File: src/core/volt_det_pkg.sv
`default_nettype none
package volt_det_pkg;

	// ----------------------------------------------------------------
	// Bus shape
	// ----------------------------------------------------------------
	localparam int ADDR_W = 8;
	localparam int DATA_W = 32;
	localparam int CNT_W  = 12;

	// ----------------------------------------------------------------
	// Register offsets and reset values
	// ----------------------------------------------------------------
	localparam logic [ADDR_W-1:0] OFF_CTRL0  = 8'h00;
	localparam logic [ADDR_W-1:0] OFF_CTRL1  = 8'h04;
	localparam logic [ADDR_W-1:0] OFF_STATUS = 8'h08;

	localparam logic [DATA_W-1:0] CTRL0_RST  = 32'h0000_0000;
	localparam logic [DATA_W-1:0] CTRL1_RST  = 32'h0000_0000;
	localparam logic [DATA_W-1:0] READ_NONE  = 32'h0000_0000;

	// Reserved bits are never stored, so they always read back as zero
	localparam logic [DATA_W-1:0] CTRL0_MASK = 32'h0000_02FF;
	localparam logic [DATA_W-1:0] CTRL1_MASK = 32'h0000_00FF;

	// ----------------------------------------------------------------
	// Field positions
	// ----------------------------------------------------------------
	localparam int C0_EN_BIT     = 0;
	localparam int C0_ACTION_BIT = 1;
	localparam int C0_SRC_LO     = 2;
	localparam int C0_SRC_HI     = 3;
	localparam int C0_TH_LO      = 4;
	localparam int C0_TH_HI      = 7;
	localparam int C0_IRQEN_BIT  = 9;

	localparam int C1_FILTER_ENABLE_BIT  = 0;
	localparam int C1_WID_LO     = 1;
	localparam int C1_WID_HI     = 3;
	localparam int C1_FCLK_BIT   = 4;
	localparam int C1_FALLOUT_BIT = 5;
	localparam int C1_RISEOUT_BIT = 6;
	localparam int C1_LEVEL_BIT  = 7;

	localparam int ST_FLAG_BIT   = 0;
	localparam int ST_LEVEL_BIT  = 1;

	// ----------------------------------------------------------------
	// Types
	// ----------------------------------------------------------------
	typedef enum logic [1:0] {
		SRC_SUPPLY    = 2'b00,
		SRC_EXT_ONE   = 2'b01,
		SRC_EXT_TWO   = 2'b10,
		SRC_EXT_THREE = 2'b11
	} source_t;

	typedef enum logic [2:0] {
		WID_1    = 3'b000,
		WID_3    = 3'b001,
		WID_5    = 3'b010,
		WID_15   = 3'b011,
		WID_63   = 3'b100,
		WID_255  = 3'b101,
		WID_1023 = 3'b110,
		WID_4095 = 3'b111
	} width_code_t;

	// Filter clocks a level must hold before the output follows it
	function automatic logic [CNT_W-1:0] filter_limit(input width_code_t code);
		case (code)
			WID_1:    filter_limit = 12'h001;
			WID_3:    filter_limit = 12'h003;
			WID_5:    filter_limit = 12'h005;
			WID_15:   filter_limit = 12'h00F;
			WID_63:   filter_limit = 12'h03F;
			WID_255:  filter_limit = 12'h0FF;
			WID_1023: filter_limit = 12'h3FF;
			default:  filter_limit = 12'hFFF;
		endcase
	endfunction

endpackage
`default_nettype wire

File: src/core/glitch_filter.sv
`default_nettype none
module glitch_filter (
	input  wire logic                      clk,
	input  wire logic                      nrst,
	input  wire logic                      sample_in,
	input  wire logic                      tick,
	input  wire logic                      filter_enable,
	input  wire volt_det_pkg::width_code_t filter_width_select,
	output logic                           filtered_level
);
	import volt_det_pkg::*;

	logic [CNT_W-1:0] cnt_q;
	logic [CNT_W-1:0] cnt_inc;
	logic [CNT_W-1:0] limit;
	logic             reach;

	assign limit   = filter_limit(filter_width_select);
	assign cnt_inc = cnt_q + 12'h001;
	assign reach   = (cnt_inc >= limit);

	// ----------------------------------------------------------------
	// Width counter and output
	// ----------------------------------------------------------------
	// bypass when disabled
	// short pulses dropped
	// A change of level restarts the count, so only a steady run passes
	always_ff @(posedge clk or negedge nrst) begin
		if (!nrst) begin
			cnt_q          <= 12'h000;
			filtered_level <= 1'b0;
		end else if (!filter_enable) begin
			cnt_q          <= 12'h000;
			filtered_level <= sample_in;
		end else if (sample_in == filtered_level) begin
			cnt_q <= 12'h000;
		end else if (tick) begin
			if (reach) begin
				cnt_q          <= 12'h000;
				filtered_level <= sample_in;
			end else begin
				cnt_q <= cnt_inc;
			end
		end
	end

	// ----------------------------------------------------------------
	// Checks
	// ----------------------------------------------------------------
	a_filter_bypass: assert property (@(posedge clk) disable iff (!nrst)
		!filter_enable |=> filtered_level == $past(sample_in))
		else $error("bypassed filter did not follow its input");

	a_filter_hold: assert property (@(posedge clk) disable iff (!nrst)
		($past(filter_enable) && filter_enable && $changed(filtered_level))
		|-> ($past(tick) && $past(reach)))
		else $error("filter output moved before the width was reached");

endmodule
`default_nettype wire

File: src/core/volt_det_ctrl.sv
// Added by the designer: the strobed register port.
`default_nettype none
// Notes on behaviour
// - Interrupt enable gates any detector interrupt
// - Threshold code driven to threshold generator
// - Source select: supply or three pins
// - Action bit picks interrupt or reset
// - Detector disabled yields no trigger, flag, interrupt or reset
// - Level trigger while filtered output high
// - Trigger on comparator rising edge
// - Trigger on comparator falling edge
// - Filter clock: slow RC or fast oscillator
// - Width code sets rejected pulse length
// - Filter enable inserts filter before triggers
// - Status shows filtered level, read only
// - Flag reads set, write zero clears
// - Registers reset zero, reserved read zero
// - Hardware sets flag on enabled trigger with interrupt enable set, in interrupt mode
// - Interrupt or reset, never both
// - Pulses under width are suppressed
module volt_det_ctrl (
	input  wire logic                                clk,
	input  wire logic                                nrst,
	input  wire logic [volt_det_pkg::ADDR_W-1:0]     bus_addr,
	input  wire logic [volt_det_pkg::DATA_W-1:0]     bus_wdata,
	input  wire logic                                bus_wr,
	input  wire logic                                bus_rd,
	output logic      [volt_det_pkg::DATA_W-1:0]     bus_rdata,
	input  wire logic                                comp_out,
	input  wire logic                                low_speed_osc,
	input  wire logic                                high_speed_internal_osc,
	output logic      [3:0]                          threshold_code,
	output volt_det_pkg::source_t                    source_select,
	output logic                                     detector_enable,
	output logic                                     filtered_level,
	output logic                                     irq,
	output logic                                     reset_req
);
	import volt_det_pkg::*;

	// ----------------------------------------------------------------
	// Declarations
	// ----------------------------------------------------------------
	logic [DATA_W-1:0] ctrl0_q;
	logic [DATA_W-1:0] ctrl1_q;
	logic              irq_flag_q;
	logic              irq_flag_d;
	logic              reset_req_q;
	logic              prev_level_q;
	logic [1:0]        comp_sync_q;
	logic [2:0]        lso_sync_q;
	logic [2:0]        hso_sync_q;
	logic              comp_level;
	logic              filt_tick;
	logic              filt_out;
	logic              wr_ctrl0;
	logic              wr_ctrl1;
	logic              wr_status;
	logic              en;
	logic              action_reset;
	logic              irq_enable;
	logic              level_en;
	logic              rise_en;
	logic              fall_en;
	logic              trig;
	logic              flag_set;
	logic              flag_clr;
	logic [DATA_W-1:0] rdata_d;

	// ----------------------------------------------------------------
	// Write decode
	// ----------------------------------------------------------------
	always_comb begin
		wr_ctrl0  = 1'b0;
		wr_ctrl1  = 1'b0;
		wr_status = 1'b0;
		if (bus_wr && bus_addr == OFF_CTRL0) begin
			wr_ctrl0 = 1'b1;
		end else if (bus_wr && bus_addr == OFF_CTRL1) begin
			wr_ctrl1 = 1'b1;
		end else if (bus_wr && bus_addr == OFF_STATUS) begin
			wr_status = 1'b1;
		end
	end

	// ----------------------------------------------------------------
	// Control registers
	// ----------------------------------------------------------------
	// reset to zero
	always_ff @(posedge clk or negedge nrst) begin
		if (!nrst) begin
			ctrl0_q <= CTRL0_RST;
		end else if (wr_ctrl0) begin
			ctrl0_q <= bus_wdata & CTRL0_MASK;
		end
	end

	always_ff @(posedge clk or negedge nrst) begin
		if (!nrst) begin
			ctrl1_q <= CTRL1_RST;
		end else if (wr_ctrl1) begin
			ctrl1_q <= bus_wdata & CTRL1_MASK;
		end
	end

	assign en           = ctrl0_q[C0_EN_BIT];
	assign action_reset = ctrl0_q[C0_ACTION_BIT];
	assign irq_enable   = ctrl0_q[C0_IRQEN_BIT];
	assign level_en     = ctrl1_q[C1_LEVEL_BIT];
	assign rise_en      = ctrl1_q[C1_RISEOUT_BIT];
	assign fall_en      = ctrl1_q[C1_FALLOUT_BIT];

	// ----------------------------------------------------------------
	// Analog side controls
	// ----------------------------------------------------------------
	// threshold code out
	assign threshold_code  = ctrl0_q[C0_TH_HI:C0_TH_LO];
	assign source_select   = source_t'(ctrl0_q[C0_SRC_HI:C0_SRC_LO]);
	assign detector_enable = en;

	// ----------------------------------------------------------------
	// Input synchronisers
	// ----------------------------------------------------------------
	// Third stage only serves edge detection on the oscillator inputs
	always_ff @(posedge clk or negedge nrst) begin
		if (!nrst) begin
			comp_sync_q <= 2'b00;
			lso_sync_q  <= 3'b000;
			hso_sync_q  <= 3'b000;
		end else begin
			comp_sync_q <= {comp_sync_q[0], comp_out};
			lso_sync_q  <= {lso_sync_q[1:0], low_speed_osc};
			hso_sync_q  <= {hso_sync_q[1:0], high_speed_internal_osc};
		end
	end

	assign comp_level = comp_sync_q[1];

	// filter clock choice
	// The fast oscillator is only seen as fast as this clock samples it,
	// so at high rates the tick rate saturates near half the bus clock
	assign filt_tick = ctrl1_q[C1_FCLK_BIT] ? (hso_sync_q[1] & ~hso_sync_q[2])
	                                        : (lso_sync_q[1] & ~lso_sync_q[2]);

	// ----------------------------------------------------------------
	// Digital filter
	// ----------------------------------------------------------------
	// filter ahead of triggers
	glitch_filter u_filter (
		.clk                 (clk),
		.nrst                (nrst),
		.sample_in           (comp_level),
		.tick                (filt_tick),
		.filter_enable       (ctrl1_q[C1_FILTER_ENABLE_BIT]),
		.filter_width_select (width_code_t'(ctrl1_q[C1_WID_HI:C1_WID_LO])),
		.filtered_level      (filt_out)
	);

	assign filtered_level = filt_out;

	// ----------------------------------------------------------------
	// Trigger detection
	// ----------------------------------------------------------------
	always_ff @(posedge clk or negedge nrst) begin
		if (!nrst) begin
			prev_level_q <= 1'b0;
		end else begin
			prev_level_q <= filt_out;
		end
	end

	assign trig = en & ((level_en & filt_out)
	                  | (rise_en & filt_out & ~prev_level_q)
	                  | (fall_en & ~filt_out & prev_level_q));

	// ----------------------------------------------------------------
	// Interrupt flag and outputs
	// ----------------------------------------------------------------
	// hardware sets flag
	assign flag_set = trig & irq_enable & ~action_reset;
	assign flag_clr = wr_status & ~bus_wdata[ST_FLAG_BIT];
	// A trigger in the clearing cycle wins, so no event is lost
	assign irq_flag_d = flag_set | (irq_flag_q & ~flag_clr);

	always_ff @(posedge clk or negedge nrst) begin
		if (!nrst) begin
			irq_flag_q <= 1'b0;
		end else begin
			irq_flag_q <= irq_flag_d;
		end
	end

	// interrupt only in interrupt mode
	// A reset request left over from the old action setting masks the interrupt,
	// so a switch of action in mid-trigger cannot show both at once
	assign irq = irq_flag_q & irq_enable & en & ~action_reset & ~reset_req_q;

	always_ff @(posedge clk or negedge nrst) begin
		if (!nrst) begin
			reset_req_q <= 1'b0;
		end else begin
			reset_req_q <= trig & action_reset;
		end
	end

	assign reset_req = reset_req_q;

	// ----------------------------------------------------------------
	// Read path
	// ----------------------------------------------------------------
	// level read only
	always_comb begin
		rdata_d = READ_NONE;
		if (bus_addr == OFF_CTRL0) begin
			rdata_d = ctrl0_q;
		end else if (bus_addr == OFF_CTRL1) begin
			rdata_d = ctrl1_q;
		end else if (bus_addr == OFF_STATUS) begin
			rdata_d[ST_FLAG_BIT]  = irq_flag_q;
			rdata_d[ST_LEVEL_BIT] = filt_out;
		end
	end

	always_ff @(posedge clk or negedge nrst) begin
		if (!nrst) begin
			bus_rdata <= READ_NONE;
		end else if (bus_rd) begin
			bus_rdata <= rdata_d;
		end else begin
			bus_rdata <= READ_NONE;
		end
	end

	// ----------------------------------------------------------------
	// Checks
	// ----------------------------------------------------------------
	a_irq_gated: assert property (@(posedge clk) disable iff (!nrst)
		!irq_enable |-> !irq)
		else $error("interrupt raised while disabled");

	a_threshold_write: assert property (@(posedge clk) disable iff (!nrst)
		wr_ctrl0 |=> threshold_code == $past(bus_wdata[C0_TH_HI:C0_TH_LO]))
		else $error("threshold code not taken from write");

	a_source_write: assert property (@(posedge clk) disable iff (!nrst)
		wr_ctrl0 |=> source_select == $past(bus_wdata[C0_SRC_HI:C0_SRC_LO]))
		else $error("source select not taken from write");

	a_off_quiet: assert property (@(posedge clk) disable iff (!nrst)
		!en |=> !reset_req && !$rose(irq_flag_q))
		else $error("disabled detector produced an event");

	a_never_both: assert property (@(posedge clk) disable iff (!nrst)
		!(irq && reset_req))
		else $error("interrupt and reset at once");

	a_level_reset: assert property (@(posedge clk) disable iff (!nrst)
		(en && action_reset && level_en && filt_out) |=> reset_req)
		else $error("level trigger missed");

	a_rise_flag: assert property (@(posedge clk) disable iff (!nrst)
		(en && irq_enable && !action_reset && rise_en && filt_out && !prev_level_q)
		|=> irq_flag_q)
		else $error("rising trigger missed");

	a_fall_flag: assert property (@(posedge clk) disable iff (!nrst)
		(en && irq_enable && !action_reset && fall_en && !filt_out && prev_level_q)
		|=> irq_flag_q)
		else $error("falling trigger missed");

	a_flag_keep: assert property (@(posedge clk) disable iff (!nrst)
		(irq_flag_q && !(wr_status && !bus_wdata[ST_FLAG_BIT])) |=> irq_flag_q)
		else $error("flag lost without a zero write");

	a_flag_clear: assert property (@(posedge clk) disable iff (!nrst)
		(wr_status && !bus_wdata[ST_FLAG_BIT] && !flag_set) |=> !irq_flag_q)
		else $error("zero write did not clear flag");

	a_status_read: assert property (@(posedge clk) disable iff (!nrst)
		(bus_rd && bus_addr == OFF_STATUS)
		|=> bus_rdata == {30'h0, $past(filt_out), $past(irq_flag_q)})
		else $error("status read mismatch");

	a_reserved_zero: assert property (@(posedge clk) disable iff (!nrst)
		$past(bus_rd) && $past(bus_addr) == OFF_CTRL0 |-> (bus_rdata & ~CTRL0_MASK) == 32'h0)
		else $error("reserved bits read nonzero");

	a_irq_mode_quiet: assert property (@(posedge clk) disable iff (!nrst)
		!action_reset |=> !reset_req)
		else $error("reset request in interrupt mode");

	a_reset_no_flag: assert property (@(posedge clk) disable iff (!nrst)
		action_reset |=> !$rose(irq_flag_q))
		else $error("flag set in reset mode");

	a_flag_needs_enable: assert property (@(posedge clk) disable iff (!nrst)
		!irq_enable |=> !$rose(irq_flag_q))
		else $error("flag set with interrupt disabled");

endmodule
`default_nettype wire

File: config.mk
export PLATFORM = sky130hd
export DESIGN_NAME = volt_det_ctrl
export DESIGN_NICKNAME = d
export VERILOG_FILES = /design/src/core/volt_det_pkg.sv /design/src/core/glitch_filter.sv /design/src/core/volt_det_ctrl.sv
export SDC_FILE = /design/constraint.sdc
export NUM_CORES = 1
export LEC_CHECK = 0
export BUFFER_PORTS_ARGS = -buffer_cell sky130_fd_sc_hd__buf_2
export CAP_MARGIN = 40
export CORE_ASPECT_RATIO = 1.2
export CORE_UTILIZATION = 45
export DETAILED_ROUTE_END_ITERATION = 12
export PLACE_DENSITY = 0.72
export REMOVE_ABC_BUFFERS = 1
export SLEW_MARGIN = 40
export SYNTH_ARGS = -nofsm -noshare
export SYNTH_HDL_FRONTEND = slang
export SYNTH_SLANG_ARGS = --single-unit
File: constraint.sdc
create_clock -name clk -period 3.9 [get_ports clk]
set_clock_uncertainty 0.05 [all_clocks]
set_input_delay 0.78 -clock clk [delete_from_list [all_inputs] [get_ports clk]]
set_output_delay 0.78 -clock clk [all_outputs]
set_load 0.1 [all_outputs]
After elaboration in Yosys (flattened, before gate mapping)
Index checks and enable logic that the tools add are counted.

Word-level logic and storage cells: 81. Register bits: 73. Output and inout bits: 42. Input port bits: 47.

$add $sub $neg: 1. Reductions and logical operators: 6. Order comparisons: 1. Equality and inequality tests: 13. Bitwise gates (word level): 28. Multiplexer cells: 21.

Operator list (number): $pmux W12 S7 (1); $mux W12 (4); $mux W32 (1); $and A1 B1 Y1 (17); $add A12 B1 Y12 const B (1); $ge A12 B12 Y1 (1); $mux W1 (11); $mux W10 (1); $eq A3 B3 Y1 const B (3); $eq A8 B3 Y1 const B (1); $eq A8 B4 Y1 const B (1); $logic_not A8 Y1 (1); $not A1 Y1 (8); $eq A3 B2 Y1 const B (2); $mux W6 (1); $mux W2 (2); $ne A2 B1 Y1 const B (2); $eq A3 B1 Y1 const B (1); $logic_and A1 B1 Y1 (3); $logic_not A3 Y1 (1); $ne A3 B1 Y1 const B (1); $or A1 B1 Y1 (3); $reduce_and A3 Y1 (1); $ne A2 B2 Y1 const B (1); $eq A1 B1 Y1 (1).

Longest topological paths before layout
Gate-level depths: netlist of run 1.

Depth in word-level cells: 9. Gate-level depth with buffers: 11.

By module
A second synthesis of run 1 with hierarchy kept.

Cells, all modules: 234. Area, all modules: 2723.9 um^2.

By module, submodules not included: volt_det_ctrl (area an instance 1696.6 um^2, seq. area each 925.9 um^2, cells an instance 127, instances 1); glitch_filter (area an instance 1027.2 um^2, seq. area each 325.3 um^2, cells an instance 107, instances 1).

Worst setup path before layout of run 1
No wires, ideal clock.

Path type: reg-to-output. Start point: register ctrl0_q[0]. End point: output irq. Slack: 0.684 ns. Stages on the path, launching flop included: 3. Path buffers: 0. Arrival: 2.386 ns. Path through: dfrtp_1 -> nand3_1 -> nor2_1.

Longest elaborated chain between the ends: 3.

RTL lines: from (decl) (RTL line volt_det_ctrl.sv:44) `logic [DATA_W-1:0] ctrl0_q;`; from (signal assigned) (RTL line volt_det_ctrl.sv:94) `ctrl0_q <= bus_wdata & CTRL0_MASK;`; $and A1 B1 Y1 (3 in a row) (RTL line volt_det_ctrl.sv:196) `assign irq = irq_flag_q & irq_enable & en & ~action_reset & ~reset_req_q;`; to (decl) (RTL line volt_det_ctrl.sv:36) `output logic irq,`.

Every way passes these cells.

Worst setup path after layout of run 1
Start point: register u_filter.cnt_q[1]. End point: register u_filter.filtered_level.

Longest elaborated chain between the ends: 4.

RTL lines: from (decl) (RTL line glitch_filter.sv:13) `logic [CNT_W-1:0] cnt_q;`; from (signal assigned) (RTL line glitch_filter.sv:42) `cnt_q <= cnt_inc;`; $add A12 B1 Y12 (RTL line glitch_filter.sv:19) `assign cnt_inc = cnt_q + 12'h001;`; $ge A12 B12 Y1 (RTL line glitch_filter.sv:20) `assign reach = (cnt_inc >= limit);`; $ne A2 B1 Y1 (no source line); $reduce_and A3 Y1 (no source line); to (signal assigned) (RTL line glitch_filter.sv:34) `filtered_level <= sample_in;`; to (signal assigned) (RTL line glitch_filter.sv:40) `filtered_level <= sample_in;`; to (decl) (RTL line glitch_filter.sv:9) `output logic filtered_level`.

Every way passes these cells. A chain may end at the register's enable or synchronous reset.

==> out/qor.csv, run 1 <==
stage,metric,value,unit
synthesis,Mapped Cells,248,
floorplanning,Starting Density,47.2,%
layout,Layout area overhead,10.1,%
clock_network,clock root cell,clkbuf_8,
detailed_routing,TritonRoute pass-1 iters,4,
place,post-placement cell area,2880,µm²
outcome,status,finished clean,
layout,Multi-input gate area,1300,µm²
sta,Final TNS setup,0,ns
place,DPL Wire Length,3610,µm
clock_network,clk_lat worst skew,0.31,ns
place,Port Buf Inserts,42,
pwr,"Power, Total",1090,µW
setup_path,CP Capture Type,flop,
detailed_routing,initial drt markers,76,
pwr,PwrDens,364,nW/µm²
pwr,sw frac,35.2,%
floorplanning,die area,6340,µm²
detailed_routing,DRC viols,0,
sta,period utilization,78.3,%
synthesis,ys flop type,dfrtp_1,
synthesis,register bit count reported by yosys,50,
clock_network,CTS tree,built,
pwr,combinational power share,19.6,%
pwr,VDD IR max,272,µV
synthesis,Post-synth EDFFs,0,
sta,setup violators final,0,
detailed_routing,Final ANT Viol Nets,0,
layout,Antenna Diode Count,0,
setup_path,path type of the worst setup path,flop to flop,
synthesis,sequential cell area fraction in the yosys report,46.1,%
synthesis,YS warnings,0,
sta,Highest Clock Rate,328,MHz
clock_network,CTS sink count,50,
detailed_routing,via count,1853,
floorplanning,DIE HEIGHT,87.0,µm
layout,final-stage net count,345,
synthesis,"top cells by area, synth","dfrtp_1 46%, buf_4 8.0%, mux2_2 7.1%",
global_route,number of global-route vias before repair,1749,
detailed_routing,Via density,5.04,
sta,max_slew headroom,60.7,%
detailed_routing,Routed WL per cell,13.2,µm
synthesis,Post-synth ARST share,100,%
setup_path,CP Data Arrival Time,3.20,ns
synthesis,Cell variety after synth,43,
place,RePlAce Congestion,0.856,
clock_network,PostCTS Resize Cnt,0,
min_path,HP Class,flop to flop,
floorplanning,width of the chip,72.9,µm
layout,register area,1250,µm²
global_route,largest net degree at the start of global routing,36,
synthesis,synthesized area,2710,µm²
layout,fin area,2980,µm²
clock_network,Post-CTS Setup Inserts,0,
global_route,Overall Global Routing Usage,16.8,%
global_route,gr ovfl total,0,
job,maximum capacitance violations,0,
floorplanning,Top Ports,89,
sta,Final Hold Viols,0,
synthesis,"Avg Cell Area, Syn",10.9,µm²
pwr,leak pwr,0.00149,µW
clock_network,number of buffers created by CTS,5,
detailed_routing,final WL,4850,µm
layout,"commonest non-fill, non-tap cell in the layout",dfrtp_1,
clock_network,"Reg clk slew, reported paths",0.10,ns
sta,RSZ-0062 raised after global routing,no,
floorplanning,Site Rows,30,
sta,min Tclk post-route,3.05,ns
pwr,clock share of power,30.1,%
synthesis,area share of the largest cell type after synthesis,46.1,%
sta,final slew viol count,0,
global_route,initial antenna violation count,0,
setup_path,CP Max Fanout,7,
setup_path,Critical Path RT,4.05,ns
layout,Finished Layout Cells,368,
floorplanning,core area,5740,µm²
setup_path,critical path launch point type,flop,
layout,most frequent cells in the layout,"50 x dfrtp_1, 41 x buf_2, 23 x conb_1, 21 x nor2_1, 17 x mux2_2",
pwr,Pint,704,µW
clock_network,hold-fix buffers at CTS,0,
sta,Worst-Margin Slew,0.586,ns
global_route,first-pass GRT wire length,8010,µm
place,dpl cells,360,
pwr,Switch Pwr,382,µW
clock_network,Clock Path Buffers,2,
pwr,Seq pwr share,50.3,%
layout,layout cells sized above 1,28.1,%
clock_network,H-Tree Depth,2,
synthesis,Yosys top cell by area,dfrtp_1,
layout,Fill cells,527,
path summary, 6_finish.rpt:
check | depth (start not counted) | from | end | slack, ns
setup reg to reg | 11 | u_filter.cnt_q[1]$_DFFE_PN0P_ | u_filter.filtered_level$_DFFE_PN0P_ | 0.85
min in group asynchronous | 1 | nrst | hso_sync_q[2]$_DFF_PN0_ | 0.35
hold reg to reg | 0 | hso_sync_q[0]$_DFF_PN0_ | hso_sync_q[1]$_DFF_PN0_ | 0.30
max in group asynchronous | 2 | nrst | bus_rdata[9]$_DFF_PN0_ | 2.87
hold / removal | 0 | hso_sync_q[0]$_DFF_PN0_ | hso_sync_q[1]$_DFF_PN0_ | 0.30
setup / recovery | 11 | u_filter.cnt_q[1]$_DFFE_PN0P_ | u_filter.filtered_level$_DFFE_PN0P_ | 0.85
stage by stage:
step / hold WS (ns) / setup WS (ns) / util, %
6_report: 0.305 / 0.847 / 52.0
5_1_grt: 0.308 / 0.585 / 52.0
4_1_cts: 0.307 / 0.855 / 51.8
3_5_place_dp: 0.285 / 0.890 / 50.1
3_3_place_gp: 0.286 / 0.890 / 50.1
2_1_floorplan: 0.281 / 0.684 / -
cells in the mapped netlist (3+ instances only):
master,count
dfrtp_1,50
buf_4,29
nor2_1,21
mux2_2,17
nand2_1,14
nand3_1,13
ha_1,11
xor2_1,10
nor3_1,9
mux2i_1,8
xnor2_1,8
a21oi_1,6
inv_1,5
nor2b_1,4
o31ai_1,4
nand4_1,3
nor3b_1,3
o21ai_0,3
power groups by stage:
stage	Sequential [µW]	Clock, µW	Combinational (µW)
global route	549	354	224
finish	547	327	213
floorplan	585	0	139
global placement	556	0	210
CTS	547	332	213
detailed placement	557	0	213
critical path, cell delays in order, from the launching register on:
cell and delay [ns]:
dfrtp_1 0.49, ha_1 0.31, nand3_1 0.10, nor2_1 0.20, nand3_1 0.12, xnor2_1 0.14, ha_1 0.31, nand3_1 0.09
nand4b_1 0.19, nor4_4 0.43, a211oi_4 0.17, mux2_4 0.33
routing by layer:
layer	vias up	wire length, µm	global-route usage (%)
li1	894	-	-
met1	911	2140	21.4
met2	43	2460	27.6
met3	5	189	4.17
met4	0	63	6.24
met5	-	0	0
flip-flops by register name, summed over array words and instances (netlist names):
register / count
u_filter.cnt_q: 12
bus_rdata: 9
ctrl0_q: 9
ctrl1_q: 8
hso_sync_q: 3
lso_sync_q: 3
comp_sync_q: 2
irq_flag_q: 1
prev_level_q: 1
reset_req: 1
u_filter.filtered_level: 1
layout make-up:
class	count	area share (%)
clock buffers	5	2.31
clock inverters	3	0.964
inverters	5	0.629
multi-input cells	182	43.4
flip-flops and latches	50	41.9
well taps	80	3.35
repair buffers	43	7.38
cell families (layout without fill, tap and decap cells):
family	Yosys count	count (layout)	share of synthesized area, %
xor gates and xnor gates	18	18	5.81
DFF	50	50	46.1
buffers and inverters	38	56	9.37
and+or+nand+nor	82	82	16.7
AOI/OAI and AO/OA	22	22	6.23
adders and majority gates	11	11	5.08
muxes	26	26	10.6
other	1	23	0.138
Power figures use the tool's default switching activity.
==> inputs of run 2 (changes only) <==
- ABC_AREA: default -> 1
- clock period: 3.9 -> 3.2 ns (I/O delays scaled with it)
==> out/qor.csv, run 2 <==
stage,metric,value,unit,change
synthesis,Post-synth ARST share,100,%,unchanged
global_route,number of global-route vias before repair,2175,,was 1749
sta,period utilization,86.7,%,was 78.3%
setup_path,CP peak stage delay,0.45,ns,was 0.49 ns
floorplanning,Starting Density,46.6,%,was 47.2%
synthesis,ys flop type,dfrtp_1,,unchanged
setup_path,CP bufs+invs,2,,was 0
layout,Multi-input gate area,1210,µm²,was 1300 µm²
setup_path,critical path launch point type,flop,,unchanged
detailed_routing,TritonRoute pass-1 iters,4,,unchanged
synthesis,Post-synth EDFFs,0,,unchanged
synthesis,register bit count reported by yosys,50,,unchanged
setup_path,CP Max Fanout,13,,was 7
sta,Final Hold Viols,0,,unchanged
layout,register area,1250,µm²,unchanged
layout,Finished Layout Cells,467,,was 368
detailed_routing,initial drt markers,101,,was 76
global_route,Overall Global Routing Usage,19.1,%,was 16.8%
layout,most frequent cells in the layout,"89 x nand2_1, 50 x dfrtp_1, 49 x inv_1, 41 x buf_2, 23 x conb_1",,"was 50 x dfrtp_1, 41 x buf_2, 23 x conb_1, 21 x nor2_1, 17 x mux2_2"
place,dpl cells,459,,was 360
detailed_routing,Routed WL per cell,11.8,µm,was 13.2 µm
floorplanning,DIE HEIGHT,88.7,µm,was 87.0 µm
clock_network,Post-CTS Setup Inserts,0,,unchanged
clock_network,CTS tree,built,,unchanged
place,RePlAce Congestion,0.828,,was 0.856
min_path,HP Class,input port to asynchronous set/reset pin,,was flop to flop
synthesis,synthesized area,2820,µm²,was 2710 µm²
layout,largest registers,"u_filter.cnt_q (12), bus_rdata (9), ctrl0_q (9)",,unchanged
synthesis,YS warnings,0,,unchanged
synthesis,sequential cell area fraction in the yosys report,44.3,%,was 46.1%
synthesis,largest family of logic cells by synthesized area,simple AND/OR/NAND/NOR gates,,unchanged
synthesis,"count leader, synth",nand2_1,,was dfrtp_1
global_route,largest net degree at the start of global routing,40,,was 36
synthesis,Cell variety after synth,32,,was 43
synthesis,mux share of post-synthesis cell area,0,%,was 10.6%
clock_network,number of buffers created by CTS,5,,unchanged
clock_network,Clock Path Buffers,2,,unchanged
sta,Worst-Margin Slew,0.560,ns,was 0.586 ns
synthesis,area share of the largest cell type after synthesis,44.3,%,was 46.1%
floorplanning,Top Ports,89,,unchanged
synthesis,Post-Synth XOR/XNOR Area,2.17,%,was 5.81%
sta,RSZ-0062 raised after global routing,no,,unchanged
layout,"commonest non-fill, non-tap cell in the layout",nand2_1,,was dfrtp_1
floorplanning,width of the chip,74.3,µm,was 72.9 µm
setup_path,CP Capture Type,flop,,unchanged
clock_network,H-Tree Depth,2,,unchanged
layout,Fill cells,581,,was 527
clock_network,clk_lat worst skew,0.30,ns,was 0.31 ns
place,DPL Wire Length,4100,µm,was 3610 µm
sta,max_slew headroom,62.3,%,was 60.7%
synthesis,"top cells by count, synth","89 x nand2_1, 50 x dfrtp_1, 49 x inv_1, 29 x buf_4, 18 x o21ai_0",,"was 50 x dfrtp_1, 29 x buf_4, 21 x nor2_1, 17 x mux2_2, 14 x nand2_1"
clock_network,"Reg clk slew, reported paths",0.09,ns,was 0.10 ns
global_route,first-pass GRT wire length,9490,µm,was 8010 µm
sta,Highest Clock Rate,360,MHz,was 328 MHz
sta,Final TNS setup,0,ns,unchanged
synthesis,"Avg Cell Area, Syn",8.15,µm²,was 10.9 µm²
synthesis,Post-Synth Simple-Gate Area,21.7,%,was 16.7%
setup_path,"Slowest-stage cell, CP",dfrtp_1,,unchanged
layout,register bank with the most flops,u_filter.cnt_q,,unchanged
layout,final-stage net count,442,,was 345
floorplanning,Site Rows,31,,was 30
floorplanning,core area,6050,µm²,was 5740 µm²
sta,final slew viol count,0,,unchanged
detailed_routing,Final ANT Viol Nets,0,,unchanged
detailed_routing,via count,2257,,was 1853
synthesis,"top cells by area, synth","dfrtp_1 44%, nand2_1 12%, buf_4 7.7%",,"was dfrtp_1 46%, buf_4 8.0%, mux2_2 7.1%"
synthesis,post-synthesis adder-cell area fraction,4.88,%,was 5.08%
pwr,PwrDens,445,nW/µm²,was 364 nW/µm²
setup_path,Crit path top cell by count,nand2_1,,was nand3_1
setup_path,path type of the worst setup path,flop to flop,,unchanged
sta,min Tclk post-route,2.77,ns,was 3.05 ns
pwr,leak pwr,0.00168,µW,was 0.00149 µW
setup_path,Worst path top cell family by delay,simple AND/OR/NAND/NOR gates,,unchanged
detailed_routing,DRC viols,0,,unchanged
clock_network,clock root cell,clkbuf_8,,unchanged
setup_path,worst-case reg-to-reg path depth,17,,was 11
setup_path,Critical Path RT,3.35,ns,was 4.05 ns
clock_network,PostCTS Resize Cnt,0,,unchanged
layout,layout cells sized above 1,17.4,%,was 28.1%
layout,max reg flops,12,,unchanged
synthesis,Yosys top cell by area,dfrtp_1,,unchanged
clock_network,hold-fix buffers at CTS,0,,unchanged
layout,Antenna Diode Count,0,,unchanged
clock_network,CTS sink count,50,,unchanged
detailed_routing,Via density,4.83,,was 5.04
layout,Layout area overhead,9.89,%,was 10.1%
synthesis,Mapped Cells,346,,was 248
global_route,gr ovfl total,0,,unchanged
synthesis,compound-cell area share of the yosys netlist,11.0,%,was 6.23%
setup_path,CP Data Arrival Time,2.93,ns,was 3.20 ns
sta,setup violators final,0,,unchanged
setup_path,CP Depth,17,,was 11
floorplanning,die area,6590,µm²,was 6340 µm²
job,maximum capacitance violations,0,,unchanged
pwr,VDD IR max,294,µV,was 272 µV
global_route,initial antenna violation count,0,,unchanged
outcome,status,finished clean,,unchanged
detailed_routing,final WL,5520,µm,was 4850 µm
place,Port Buf Inserts,42,,unchanged
setup_path,CP Cell Sequence,"ha_1, and3_1, nand2_1, inv_1, nand4_1, nand2_1, inv_1, ha_1, nand2_1, nor2_1, nand2_1, a21oi_1, nor2_1, nand3_2, nand2_1, nand2_1, nand2_1",,"was ha_1, nand3_1, nor2_1, nand3_1, xnor2_1, ha_1, nand3_1, nand4b_1, nor4_4, a211oi_4, mux2_4"
run 2: cell families after synthesis:
family / after synthesis
buffers and inverters: 86
and+or+nand+nor: 141
adders and majority gates: 11
xor gates and xnor gates: 7
DFF: 50
AOI/OAI and AO/OA: 50
other: 1
run 2: final cells by class:
class	count	area share, %
tap	82	3.31
inverter	50	6.05
multi-input combinational	232	39.1
clock buffer	6	2.34
clock inverter	2	1.21
sequential	50	40.4
timing repair buffer	45	7.59
run 2: stage by stage:
step	power, µW	utilization (%)	instance area, µm²	hold WS, ns	worst slack, ns
final	1380	51.2	3100	0.241	0.425
after detailed placement	944	49.3	2990	0.285	0.266
after global routing	1430	51.2	3100	0.278	0.185
after CTS	1390	51.2	3100	0.256	0.267
after floorplan	888	-	2650	0.281	-0.645
after global placement	940	49.3	2980	0.284	0.374
run 2: final timing paths:
kind | startpoint | end | slack [ns]
worst max-delay path | u_filter.cnt_q[0]$_DFFE_PN0P_ | u_filter.filtered_level$_DFFE_PN0P_ | 0.43
max in group asynchronous | nrst | bus_rdata[5]$_DFF_PN0_ | 2.38
worst max register to register | u_filter.cnt_q[0]$_DFFE_PN0P_ | u_filter.filtered_level$_DFFE_PN0P_ | 0.43
worst min-delay path | nrst | u_filter.cnt_q[7]$_DFFE_PN0P_ | 0.24
min in group clk | lso_sync_q[0]$_DFF_PN0_ | lso_sync_q[1]$_DFF_PN0_ | 0.30
worst min register to register | lso_sync_q[0]$_DFF_PN0_ | lso_sync_q[1]$_DFF_PN0_ | 0.30
run 2: power by group:
group / total, µW / switching (µW) / internal, µW
Sequential: 665 / 15.9 / 649
Combinational: 269 / 228 / 40.8
Clock: 446 / 213 / 233
Total: 1380 / 456 / 923
run 2: worst register-to-register path, stage by stage, from the launching register on:
cell and delay (ns):
dfrtp_1 0.45, ha_1 0.22, and3_1 0.26, nand2_1 0.14
inv_1 0.07, nand4_1 0.07, nand2_1 0.10, inv_1 0.05
ha_1 0.26, nand2_1 0.06, nor2_1 0.23, nand2_1 0.11
a21oi_1 0.13, nor2_1 0.07, nand3_2 0.21, nand2_1 0.09
nand2_1 0.07, nand2_1 0.05
run 2: routing by layer:
| metal | vias up | GRT usage (%) | wire length, µm |
|---|---|---|---|
| met3 | 9 | 4.56 | 241 |
| met5 | - | 0 | 0 |
| met4 | 0 | 5.49 | 74 |
| li1 | 1130 | - | - |
| met2 | 58 | 34.4 | 2770 |
| met1 | 1060 | 22.5 | 2440 |
==> inputs of run 3 (changes only) <==
==> constraint.sdc (replaced) <==
create_clock -name clk -period 3.2 [get_ports clk]
set_clock_uncertainty 0.05 [all_clocks]
set_input_delay 0 -clock clk [delete_from_list [all_inputs] [get_ports clk]]
set_output_delay 0 -clock clk [all_outputs]
set_load 0.1 [all_outputs]
==> out/qor.csv, run 3 (synthesis results as in run 2) <==
stage,metric,value,unit,change
setup_path,critical path launch point type,flop,,unchanged
setup_path,Worst path top cell family by delay,simple AND/OR/NAND/NOR gates,,unchanged
setup_path,CP Data Arrival Time,2.96,ns,was 2.93 ns
outcome,status,finished clean,,unchanged
setup_path,CP peak stage delay,0.44,ns,was 0.45 ns
pwr,PwrDens,432,nW/µm²,was 445 nW/µm²
sta,RSZ-0062 raised after global routing,no,,unchanged
clock_network,Clock Path Buffers,2,,unchanged
sta,final slew viol count,0,,unchanged
clock_network,number of buffers created by CTS,5,,unchanged
global_route,largest net degree at the start of global routing,51,,was 40
floorplanning,DIE HEIGHT,88.7,µm,unchanged
clock_network,clock root cell,clkbuf_8,,unchanged
global_route,gr ovfl total,0,,unchanged
layout,register area,1250,µm²,unchanged
pwr,sw frac,33.3,%,was 33.1%
setup_path,CP bufs+invs,2,,unchanged
global_route,number of global-route vias before repair,2124,,was 2175
detailed_routing,Routed WL per cell,12.1,µm,was 11.8 µm
setup_path,CP Cell Sequence,"ha_1, and3_1, nand2_1, inv_1, nand4_1, nand2_1, inv_1, ha_1, nand2_1, nor2_1, nand2_1, a21oi_1, nor2_1, nand3_2, nand2_1, nand2_1, nand2_1",,unchanged
clock_network,H-Tree Depth,2,,unchanged
sta,Final Hold Viols,0,,unchanged
pwr,combinational power share,20.2,%,was 19.5%
layout,max reg flops,12,,unchanged
clock_network,clk_lat worst skew,0.30,ns,about the same
setup_path,CP Max Fanout,13,,unchanged
layout,Antenna Diode Count,0,,unchanged
detailed_routing,DRC viols,0,,unchanged
sta,period utilization,88.0,%,was 86.7%
setup_path,"Slowest-stage cell, CP",dfrtp_1,,unchanged
floorplanning,Site Rows,31,,unchanged
floorplanning,Top Ports,89,,unchanged
place,RePlAce Congestion,0.838,,was 0.828
floorplanning,die area,6590,µm²,unchanged
setup_path,CP Capture Type,flop,,unchanged
layout,Multi-input gate area,1210,µm²,unchanged
detailed_routing,final WL,5830,µm,was 5520 µm
sta,Fin Hold WS,0.0554,ns,was 0.241 ns
layout,layout cells sized above 1,16.3,%,was 17.4%
floorplanning,core area,6050,µm²,unchanged
pwr,clock share of power,32.4,%,was 32.3%
detailed_routing,Final ANT Viol Nets,0,,unchanged
detailed_routing,initial drt markers,135,,was 101
pwr,"Power, Total",1400,µW,was 1380 µW
global_route,initial antenna violation count,0,,unchanged
global_route,Overall Global Routing Usage,19.4,%,was 19.1%
sta,Final TNS setup,0,ns,unchanged
detailed_routing,Via density,4.73,,was 4.83
layout,most frequent cells in the layout,"89 x nand2_1, 50 x dfrtp_1, 49 x inv_1, 41 x buf_2, 23 x conb_1",,unchanged
sta,max_slew headroom,53.2,%,was 62.3%
detailed_routing,via count,2273,,was 2257
clock_network,CTS tree,built,,unchanged
min_path,HP Class,input port to flop,,was input port to asynchronous set/reset pin
setup_path,Crit path top cell by count,nand2_1,,unchanged
place,Port Buf Inserts,42,,unchanged
clock_network,Post-CTS Setup Inserts,0,,unchanged
pwr,Pint,936,µW,was 923 µW
pwr,leak pwr,0.00174,µW,was 0.00168 µW
setup_path,Critical Path RT,3.35,ns,about the same
sta,min Tclk post-route,2.82,ns,was 2.77 ns
global_route,first-pass GRT wire length,9780,µm,was 9490 µm
layout,final-stage net count,456,,was 442
clock_network,"Reg clk slew, reported paths",0.10,ns,was 0.09 ns
place,DPL Wire Length,4120,µm,was 4100 µm
pwr,VDD IR max,293,µV,was 294 µV
sta,setup violators final,0,,unchanged
job,maximum capacitance violations,0,,unchanged
layout,largest registers,"u_filter.cnt_q (12), bus_rdata (9), ctrl0_q (9)",,unchanged
floorplanning,Starting Density,46.6,%,unchanged
setup_path,path type of the worst setup path,flop to flop,,unchanged
pwr,Seq pwr share,47.3,%,was 48.2%
layout,Fill cells,561,,was 581
sta,Highest Clock Rate,355,MHz,was 360 MHz
floorplanning,width of the chip,74.3,µm,unchanged
layout,register bank with the most flops,u_filter.cnt_q,,unchanged
layout,Layout area overhead,15.2,%,was 9.89%
layout,Final Core Density,53.7,%,was 51.2%
layout,"commonest non-fill, non-tap cell in the layout",nand2_1,,unchanged
clock_network,CTS sink count,50,,unchanged
detailed_routing,TritonRoute pass-1 iters,5,,was 4
pwr,Switch Pwr,467,µW,was 456 µW
sta,Worst-Margin Slew,0.696,ns,was 0.560 ns
-- run 3: cell types whose count changed in the layout (fill, tap and decap cells not counted) --
cell           delta
inv_6             +1
buf_4             -3
clkinvlp_4        -1
clkbuf_1          -1
dlygate4sd3_1    +17
clkinv_2          +1
-- run 3: final cells by class --
cell class | count | area share [%]
Clock inverter | 3 | 1.35
Timing Repair Buffer | 59 | 11.8
Tap cell | 82 | 3.16
Inverter | 50 | 5.77
Clock buffer | 5 | 2.12
Sequential cell | 50 | 38.5
Multi-Input combinational cell | 232 | 37.3
-- run 3: worst reg2reg max path, cell delays in order, from the launching register on --
cell and delay (ns):
dfrtp_1 0.44, ha_1 0.22, and3_1 0.26, nand2_1 0.13, inv_1 0.07, nand4_1 0.07, nand2_1 0.10, inv_1 0.05
ha_1 0.27, nand2_1 0.06, nor2_1 0.24, nand2_1 0.11, a21oi_1 0.15, nor2_1 0.07, nand3_2 0.21, nand2_1 0.09
nand2_1 0.06, nand2_1 0.05
-- run 3: power by group through the flow --
stage / clock [µW] / combinational (µW) / sequential, µW
4_1_cts: 469 / 282 / 664
3_3_place_gp: 0 / 261 / 677
2_1_floorplan: 0 / 179 / 709
5_1_grt: 491 / 305 / 667
6_report: 455 / 284 / 664
3_5_place_dp: 0 / 267 / 677
-- run 3: layer usage --
| metal | track usage (%) | vias up | routed length [µm] | share of wire, % |
|---|---|---|---|---|
| met2 | 32.8 | 63 | 2960 | 51 |
| met1 | 24.6 | 1050 | 2570 | 44 |
| met4 | 7.20 | 0 | 72 | 1.2 |
| met3 | 3.76 | 6 | 229 | 3.9 |
| met5 | 0 | - | 0 | 0 |
| li1 | - | 1154 | - | - |
-- run 3: metrics by stage --
stage / worst slack, ns / cell area, µm² / cells
3_3_place_gp: 0.358 / 2960 / 456
4_1_cts: 0.234 / 3250 / 481
6_report: 0.384 / 3250 / 481
3_5_place_dp: 0.261 / 2960 / 456
2_1_floorplan: -0.00514 / 2650 / 332
5_1_grt: 0.127 / 3250 / 481
-- run 3: path summary, 6_finish.rpt --
check / slack [ns] / from / end / cells after the start
max: 0.38 / u_filter.cnt_q[0]$_DFFE_PN0P_ / u_filter.filtered_level$_DFFE_PN0P_ / 17
min: 0.06 / bus_addr[0] / bus_rdata[1]$_DFF_PN0_ / 6
max reg2reg: 0.38 / u_filter.cnt_q[0]$_DFFE_PN0P_ / u_filter.filtered_level$_DFFE_PN0P_ / 17
min reg2reg: 0.31 / lso_sync_q[0]$_DFF_PN0_ / lso_sync_q[1]$_DFF_PN0_ / 0
max in group asynchronous: 2.47 / nrst / ctrl1_q[1]$_DFFE_PN0P_ / 2
min in group asynchronous: 0.21 / nrst / u_filter.cnt_q[9]$_DFFE_PN0P_ / 2
-- run 3: what timing repair did --
item	in CTS	in global routing
hold endpoints to repair	75	0
gates resized for setup	0	1
hold buffers	17	0
endpoints found under the setup margin	0	2
